<file path="config.mk">
export PLATFORM = sky130hd
export DESIGN_NAME = gpp_port
export DESIGN_NICKNAME = d
export VERILOG_FILES = /design/src/gpp_pkg.sv /design/src/gpp_port.sv
export SDC_FILE = /design/constraint.sdc
export NUM_CORES = 1
export LEC_CHECK = 0
export ABC_AREA = 1
export BUFFER_PORTS_ARGS = -buffer_cell sky130_fd_sc_hd__buf_2
export CAP_MARGIN = 20
export CORE_ASPECT_RATIO = 1.75
export CORE_MARGIN = 2
export CORE_UTILIZATION = 52
export DETAILED_ROUTE_END_ITERATION = 10
export GPL_TIMING_DRIVEN = 0
export PLACE_DENSITY = 0.82
export SYNTH_ARGS = -nofsm -noshare
export SYNTH_HDL_FRONTEND = slang
export SYNTH_SLANG_ARGS = --single-unit
</file>
<file path="constraint.sdc">
create_clock -name CLK_SYS -period 4 [get_ports CLK_SYS]
set_input_delay 0.8 -clock CLK_SYS [delete_from_list [all_inputs] [get_ports CLK_SYS]]
set_output_delay 0.8 -clock CLK_SYS [all_outputs]
set_load 0.005 [all_outputs]
</file>
<file path="src/gpp_pkg.sv">
// Package with register map, field layout and types of the GPIO pad port.
package gpp_pkg;

    // ****************************************************************
    // Geometry
    // ****************************************************************
    localparam int GPP_PADS = 8;

    // ****************************************************************
    // Register indices; the byte address is four times the index
    // ****************************************************************
    localparam logic [7:0] GPP_IDX_DE       = 8'h00;
    localparam logic [7:0] GPP_IDX_DE_SET   = 8'h01;
    localparam logic [7:0] GPP_IDX_DE_CLR   = 8'h02;
    localparam logic [7:0] GPP_IDX_DE_FLIP  = 8'h03;
    localparam logic [7:0] GPP_IDX_DV       = 8'h04;
    localparam logic [7:0] GPP_IDX_DV_SET   = 8'h05;
    localparam logic [7:0] GPP_IDX_DV_CLR   = 8'h06;
    localparam logic [7:0] GPP_IDX_DV_FLIP  = 8'h07;
    localparam logic [7:0] GPP_IDX_LEVEL    = 8'h08;
    localparam logic [7:0] GPP_IDX_FLAGS    = 8'h09;
    localparam logic [7:0] GPP_IDX_CFG0     = 8'h10;
    localparam logic [7:0] GPP_IDX_CFG_LAST = 8'h17;

    // ****************************************************************
    // Reset values
    // ****************************************************************
    localparam logic [7:0] GPP_RST_DE    = 8'h00;
    localparam logic [7:0] GPP_RST_DV    = 8'h00;
    localparam logic [7:0] GPP_RST_FLAGS = 8'h00;

    // ****************************************************************
    // Sense codes held in per_pad_config bits 2:0
    // ****************************************************************
    localparam logic [2:0] GPP_SENSE_NOIRQ    = 3'h0;
    localparam logic [2:0] GPP_SENSE_ANY_EDGE = 3'h1;
    localparam logic [2:0] GPP_SENSE_RISING   = 3'h2;
    localparam logic [2:0] GPP_SENSE_FALLING  = 3'h3;
    localparam logic [2:0] GPP_SENSE_OFF      = 3'h4;
    localparam logic [2:0] GPP_SENSE_LOW      = 3'h5;

    // Bits 6:4 of per_pad_config are reserved and read as zero.
    typedef struct packed {
        logic       polarity_flip;   // Bit 7.
        logic [2:0] unused;          // Bits 6:4.
        logic       weak_high_bias;  // Bit 3.
        logic [2:0] sense_config;    // Bits 2:0.
    } gpp_cfg_t;

    localparam gpp_cfg_t GPP_RST_CFG = '0;

endpackage

</file>
<file path="src/gpp_port.sv">
// GPIO pad port with APB register access, sensing, events and wake-up.
//
// Design decision made here: the APB interface to the registers.
`timescale 1ns/1ns
`default_nettype none

// Contract
// - One port handles eight pads; bit n of enable and value governs pad n.
// - A one in drive_enable bit n turns pad n into a driven output.
// - Set strobe for drive_enable sets chosen bits only.
// - Clear strobe for drive_enable clears chosen bits only.
// - Flip strobe for drive_enable inverts chosen bits, reversing direction.
// - Set strobe for drive value sets chosen bits; zeros do nothing.
// - Clear strobe for drive value clears chosen bits only.
// - Writing ones to flip strobe or level register inverts drive value bits.
// - Each pad level is synchronised to the main clock, then readable.
// - Sense off freezes the pad synchroniser; its level bit is stale.
// - Pad level stays readable whether the pad is input or output.
// - After reset outputs are tri-stated and inputs enabled.
// - Pad n configuration sits at index 0x10 plus n.
// - Polarity flip inverts both input and output paths of the pad.
// - Changing polarity flip makes an edge that sensing and events see.
// - Weak high bias bit enables the pad pull-up.
// - Interrupt sensing on any edge, rising, falling or low level.
// - Flip and sense change together may lose the flip edge.
// - Pending sense across input disable may fire on re-enable.
// - Sense change during synchronisation may drop the interrupt.
// - Async pads wake for every interrupt sense; others for any edge or level.
// - Async sensing can wake the device with no clock running; here WAKE is a flop on CLK_SYS fed from flags_q, so it needs the clock.
// - Drive value sets pad level only while the pad is enabled.
// - Reading drive_enable strobes returns the drive_enable value.
// - Interrupt stands while source enabled and flag set, until cleared.
// - Event output follows pad value with input on, zero when off.
module gpp_port
    import gpp_pkg::*;
#(
    parameter logic [7:0] FULL_ASYNC_PADS = 8'h00
) (
    input  wire logic        CLK_SYS,
    input  wire logic        RST,
    input  wire logic        PSEL,
    input  wire logic        PENABLE,
    input  wire logic        PWRITE,
    input  wire logic [11:0] PADDR,
    input  wire logic [31:0] PWDATA,
    input  wire logic [3:0]  PSTRB,
    output logic      [31:0] PRDATA,
    output logic             PREADY,
    output logic             PSLVERR,
    input  wire logic [7:0]  PAD_IN,
    output logic      [7:0]  PAD_OUT,
    output logic      [7:0]  PAD_OE,
    output logic      [7:0]  PAD_PULLUP,
    output logic      [7:0]  PAD_EVENT,
    output logic             IRQ,
    output logic             WAKE
);

    // ****************************************************************
    // Bus decode
    // ****************************************************************
    logic [7:0]  de_q;
    logic [7:0]  dv_q;
    logic [7:0]  flags_q;
    logic [7:0]  sync1_q;
    logic [7:0]  sync2_q;
    logic [7:0]  prev_q;
    gpp_cfg_t    cfg_q [GPP_PADS];
    logic        pready_q;
    logic        pslverr_q;
    logic [31:0] prdata_q;

    wire logic [7:0] idx      = PADDR[9:2];
    wire logic       in_range = (PADDR[11:10] == 2'h0)
                              && (PADDR[1:0] == 2'h0);
    wire logic       is_cfg   = (idx >= GPP_IDX_CFG0)
                              && (idx <= GPP_IDX_CFG_LAST);
    wire logic       mapped   = in_range
                              && ((idx <= GPP_IDX_FLAGS) || is_cfg);
    wire logic       setup    = PSEL && !PENABLE;
    wire logic       wr       = PSEL && PENABLE && PWRITE && pready_q
                              && mapped && PSTRB[0];
    wire logic [7:0] d        = PWDATA[7:0];

    wire logic wr_de    = wr && (idx == GPP_IDX_DE);
    wire logic wr_des   = wr && (idx == GPP_IDX_DE_SET);
    wire logic wr_dec   = wr && (idx == GPP_IDX_DE_CLR);
    wire logic wr_def   = wr && (idx == GPP_IDX_DE_FLIP);
    wire logic wr_dv    = wr && (idx == GPP_IDX_DV);
    wire logic wr_dvs   = wr && (idx == GPP_IDX_DV_SET);
    wire logic wr_dvc   = wr && (idx == GPP_IDX_DV_CLR);
    wire logic wr_dvf   = wr && ((idx == GPP_IDX_DV_FLIP)
                              || (idx == GPP_IDX_LEVEL));
    wire logic wr_flags = wr && (idx == GPP_IDX_FLAGS);

    // ****************************************************************
    // Direction and drive value
    // ****************************************************************
    wire logic [7:0] de_d = wr_de  ? d
                          : wr_des ? (de_q | d)
                          : wr_dec ? (de_q & ~d)
                          : wr_def ? (de_q ^ d)
                          : de_q;
    wire logic [7:0] dv_d = wr_dv  ? d
                          : wr_dvs ? (dv_q | d)
                          : wr_dvc ? (dv_q & ~d)
                          : wr_dvf ? (dv_q ^ d)
                          : dv_q;

    // ****************************************************************
    // Per-pad sensing
    // ****************************************************************
    logic [7:0] lvl;
    logic [7:0] sense_on;
    logic [7:0] ev;
    logic [7:0] irq_en;
    logic [7:0] wake_en;
    logic [7:0] flip;
    logic [7:0] bias;

    genvar n;
    generate
        for (n = 0; n < GPP_PADS; n++) begin : g_pad
            wire logic [2:0] s = cfg_q[n].sense_config;
            assign flip[n]     = cfg_q[n].polarity_flip;
            assign bias[n]     = cfg_q[n].weak_high_bias;
            assign sense_on[n] = (s != GPP_SENSE_OFF);
            assign lvl[n]      = sync2_q[n] ^ flip[n];
            assign irq_en[n]   = (s == GPP_SENSE_ANY_EDGE)
                               || (s == GPP_SENSE_RISING)
                               || (s == GPP_SENSE_FALLING)
                               || (s == GPP_SENSE_LOW);
            // Rising and falling sense need a running clock to compare
            // samples, so only fully asynchronous pads may wake on them.
            assign wake_en[n]  = FULL_ASYNC_PADS[n] ? irq_en[n]
                               : ((s == GPP_SENSE_ANY_EDGE)
                               || (s == GPP_SENSE_LOW));
            assign ev[n] = (s == GPP_SENSE_ANY_EDGE) ? (lvl[n] ^ prev_q[n])
                         : (s == GPP_SENSE_RISING)
                           ? (lvl[n] & ~prev_q[n])
                         : (s == GPP_SENSE_FALLING)
                           ? (~lvl[n] & prev_q[n])
                         : (s == GPP_SENSE_LOW) ? ~lvl[n]
                         : 1'b0;

            // The clock cannot be gated here, so a disabled pad simply
            // holds its synchroniser; the stale value is the price paid.
            always_ff @(posedge CLK_SYS) begin
                if (RST) begin
                    sync1_q[n] <= 1'b0;
                    sync2_q[n] <= 1'b0;
                end else if (sense_on[n]) begin
                    sync1_q[n] <= PAD_IN[n];
                    sync2_q[n] <= sync1_q[n];
                end
            end

            always_ff @(posedge CLK_SYS) begin
                if (RST) begin
                    cfg_q[n] <= GPP_RST_CFG;
                end else if (wr && (idx == GPP_IDX_CFG0
                             + 8'(n))) begin
                    cfg_q[n] <= gpp_cfg_t'({d[7], 3'h0, d[3], d[2:0]});
                end
            end
        end
    endgenerate

    // Hardware set wins over a software clear in the same cycle.
    wire logic [7:0] flags_d = (flags_q & ~(wr_flags ? d : 8'h00))
                             | ev;

    // ****************************************************************
    // Read data
    // ****************************************************************
    wire logic [7:0] cfg_rd = cfg_q[idx[2:0]];
    wire logic [7:0] rd_byte =
        !mapped                    ? 8'h00
      : (idx <= GPP_IDX_DE_FLIP)   ? de_q
      : (idx <= GPP_IDX_DV_FLIP)   ? dv_q
      : (idx == GPP_IDX_LEVEL)     ? lvl
      : (idx == GPP_IDX_FLAGS)     ? flags_q
      : cfg_rd;

    // ****************************************************************
    // State and outputs
    // ****************************************************************
    always_ff @(posedge CLK_SYS) begin
        if (RST) begin
            de_q <= GPP_RST_DE;
        end else begin
            de_q <= de_d;
        end
    end

    always_ff @(posedge CLK_SYS) begin
        if (RST) begin
            dv_q <= GPP_RST_DV;
        end else begin
            dv_q <= dv_d;
        end
    end

    always_ff @(posedge CLK_SYS) begin
        if (RST) begin
            flags_q <= GPP_RST_FLAGS;
        end else begin
            flags_q <= flags_d;
        end
    end

    always_ff @(posedge CLK_SYS) begin
        if (RST) begin
            prev_q <= 8'h00;
        end else begin
            prev_q <= lvl;
        end
    end

    // No wait state: the setup cycle prepares the answer so that all
    // bus outputs come from flip-flops.
    always_ff @(posedge CLK_SYS) begin
        if (RST) begin
            pready_q <= 1'b0;
        end else begin
            pready_q <= setup;
        end
    end

    always_ff @(posedge CLK_SYS) begin
        if (RST) begin
            pslverr_q <= 1'b0;
        end else begin
            pslverr_q <= setup && !mapped;
        end
    end

    always_ff @(posedge CLK_SYS) begin
        if (RST) begin
            prdata_q <= 32'h0000_0000;
        end else begin
            prdata_q <= setup ? {24'h00_0000, rd_byte} : 32'h0000_0000;
        end
    end

    logic [7:0] pad_out_q;
    logic [7:0] pad_oe_q;
    logic [7:0] pad_pull_q;
    logic [7:0] pad_event_q;
    logic       irq_q;
    logic       wake_q;

    always_ff @(posedge CLK_SYS) begin
        if (RST) begin
            pad_out_q <= 8'h00;
        end else begin
            pad_out_q <= (dv_q ^ flip) & de_q;
        end
    end

    always_ff @(posedge CLK_SYS) begin
        if (RST) begin
            pad_oe_q <= 8'h00;
        end else begin
            pad_oe_q <= de_q;
        end
    end

    always_ff @(posedge CLK_SYS) begin
        if (RST) begin
            pad_pull_q <= 8'h00;
        end else begin
            pad_pull_q <= bias;
        end
    end

    always_ff @(posedge CLK_SYS) begin
        if (RST) begin
            pad_event_q <= 8'h00;
        end else begin
            pad_event_q <= lvl & sense_on;
        end
    end

    always_ff @(posedge CLK_SYS) begin
        if (RST) begin
            irq_q <= 1'b0;
        end else begin
            irq_q <= |(flags_q & irq_en);
        end
    end

    always_ff @(posedge CLK_SYS) begin
        if (RST) begin
            wake_q <= 1'b0;
        end else begin
            wake_q <= |(flags_q & wake_en);
        end
    end

    assign PRDATA     = prdata_q;
    assign PREADY     = pready_q;
    assign PSLVERR    = pslverr_q;
    assign PAD_OUT    = pad_out_q;
    assign PAD_OE     = pad_oe_q;
    assign PAD_PULLUP = pad_pull_q;
    assign PAD_EVENT  = pad_event_q;
    assign IRQ        = irq_q;
    assign WAKE       = wake_q;
endmodule

`default_nettype wire
</file>
==> results_dict.tcl <==
set metrics [dict create \
    status "completed" \
    die_h_um 159 \
    initial_core_util_pct 53.2 \
    fin_crit_sh_pct 69.8 \
    power_switching_mw 0.797 \
    cts-resized-gates 0 \
    antenna_found_initial 0 \
    dp_hpwl_um 16300 \
    cp_common_cell "nor2_4" \
    fmax_mhz 358 \
    diodes 0 \
    post-cts-setup-buffer-count 0 \
    dominantRegCellSynth "dfxtp_1" \
    fin_nets 1138 \
    hold_buffers 0 \
    syn2layout_area_growth_pct 17.5 \
    drc 0 \
    wirelength_um 21700 \
    dieArea_um2 14700 \
    fin_worst_skew_ns 0.00953 \
    p_sw_share_pct 24.6 \
    tightest_slew_ns 1.02 \
    crit_path_top_delay_cell "o21ai_0" \
    slew_violations 0 \
    ant_nets 0 \
    ys_ff_latch 132 \
    worst-path-max-fanout 5 \
    gr-total-overflow 0 \
    required_ns 4.05 \
    synth_edf_count 40 \
    postSynthAreaPerCell_um2 7.75 \
    syn_area_um2 7130 \
    first_global_vias 6659 \
    power_density_nw_per_um2 386 \
    synth_top_area_share_pct 25.8 \
    clock_latency_ns 0.43 \
    async_flop_share_pct 0 \
    tns_ns 0 \
    synth_cells 920 \
    gp_congestion 1.03 \
    final-seq-area_um2 3040 \
    dieWidth_um 92.5 \
    grt_pass1_wl_um 33800 \
    fillers 1185 \
    final_common_cell "nand2_1" \
    crit_arrival_ns 2.84 \
    synth_largest_area_cell "dfxtp_1" \
    rsz0062_at_grt "false" \
    crit_chain "buf_2 > nor2_4 > nand2_2 > nor2_4 > nand2_1 > nor2_4 > nand2_1 > nor2_2 > inv_1 > o21ai_0" \
    seq_power_share_pct 44.6 \
    seq_area_frac_synth_pct 42.7 \
    clock-sinks 132 \
    viasPerCell 5.57 \
    rows 56 \
    post_route_cells_drive_above_1_share_pct 15.8 \
    maxCapViolCount 0 \
    p_comb_share_pct 8.7 \
    synth.area.top_cells "dfxtp_1 (26%), edfxtp_1 (17%), nand2_1 (8.8%)" \
    power_leakage_nw 3.80 \
    initialDrtViolationCount 541 \
    first_pass_iters 7 \
    core_area_um2 13400 \
    synth.distinct_cells 42 \
    worstSetupPathType "in -> reg" \
    dr_total_vias 6812 \
    utilization_pct 62.6 \
    relSlewSlack_pct 31.2 \
    grt_max_degree 17 \
    worstSetupEndpointType "flip-flop" \
    grt_usage_pct 30.2 \
    io_pins 129 \
    critPathLaunchType "input port" \
    largest_register_ffs 40 \
    largest-register "cfg_q" \
    cts_root_buf "clkbuf_16" \
    h-tree-depth 4 \
    mostFrequentLayoutCells "nand2_1 (168), nor2_1 (137), inv_1 (117), dfxtp_1 (92), buf_2 (77)" \
    period_minus_slack_ns 2.79 \
    ir_drop_v 0.000297 \
    setup_viol 0 \
    hold_class "reg -> reg" \
    hold_violations 0 \
    clock_power_share_pct 46.7 \
    port-buffer-count 75 \
    fin_ws_ns 1.21 \
    multi_input_area_um2 3430 \
    clockBufferDepth 2 \
    place_ws_ns 0.821 \
    cts_tree "done" \
    post_drt_wl_per_cell_um 17.7 \
    yosysWarnings 0 \
    intPower_mw 2.44 \
    path_clk_slew_ns 0.06 \
    crit_path_max_incr_delay_ns 0.63 \
    cts_buffers 17 \
]
area by class of cell:
type                            instances  share of cell area [%]
Clock inverter                          8                   0.882
Timing Repair Buffer                   75                    4.48
Tap cell                              174                    2.60
Clock buffer                           24                    5.89
Multi-Input combinational cell        642                    40.9
Sequential cell                       132                    36.3
Buffer                                 41                    3.12
Inverter                              128                    5.74
cells by family after synthesis:
group,synth area share [%]
other,0.0526
buffers and inverters,10.4
AOI/OAI and AO/OA,11.4
and+or+nand+nor,26.4
adders and majority gates,7.02
xor gates and xnor gates,1.97
DFF,42.7
worst max-delay path: cells and delay by family:
family / cells / cell delay, ns
buffers and inverters: 2 / 0.24
AND/OR/NAND/NOR: 7 / 1.16
AO/OA/AOI/OAI: 1 / 0.63
worst paths after layout:
check / startpoint / endpoint / slack, ns / cells after the start
setup reg to reg: PREADY / cfg_q[2][2] / 1.50 / 8
setup / recovery: PADDR[8] / cfg_q[2][2] / 1.21 / 10
hold / removal: sync1_q[7] / sync1_q[7] / 0.48 / 2
hold reg to reg: sync1_q[7] / sync1_q[7] / 0.48 / 2
Yosys cell counts, types with 5 or more instances:
library cell	instances
nor2_4	8
a21oi_1	48
edfxtp_1	40
inv_2	5
o22ai_1	9
o211ai_1	6
nand3_1	43
o21ai_1	5
inv_1	117
o2111ai_1	5
o21ai_0	53
nand2_1	168
dfxtp_1	92
clkbuf_1	12
nor2_2	6
nand4_1	9
nor3_1	25
nor2_1	137
ha_1	40
nor3b_1	8
a311oi_1	8
xnor2_1	16
buf_4	24
nand2_2	5
clkinv_1	6
through the flow:
step	power, mW	hold WS, ns	cell area [µm²]	std cells
2_1_floorplan	1.64	0.437	7210	943
3_5_place_dp	1.74	0.467	7800	1192
3_3_place_gp	1.73	0.457	7800	1192
6_report	3.23	0.478	8370	1224
5_1_grt	3.32	0.500	8370	1224
4_1_cts	3.22	0.480	8370	1224
power groups by stage:
| stage | Combinational [mW] | Sequential (mW) | Clock, mW |
|---|---|---|---|
| floorplan | 0.179 | 1.46 | 0 |
| global placement | 0.264 | 1.47 | 0 |
| detailed placement | 0.271 | 1.47 | 0 |
| CTS | 0.274 | 1.44 | 1.51 |
| global route | 0.307 | 1.44 | 1.56 |
| finish | 0.280 | 1.44 | 1.51 |
layer usage:
layer / part of all wire [%] / routed length [µm] / vias up / GRT usage [%]
met1: 33 / 7140 / 3078 / 29.4
met4: 9.0 / 1950 / 0 / 24.5
li1: - / - / 3197 / -
met3: 6.8 / 1460 / 132 / 6.07
met5: 0 / 0 / - / 0
met2: 51 / 11100 / 405 / 53.5
Power figures use the tool's default switching activity.
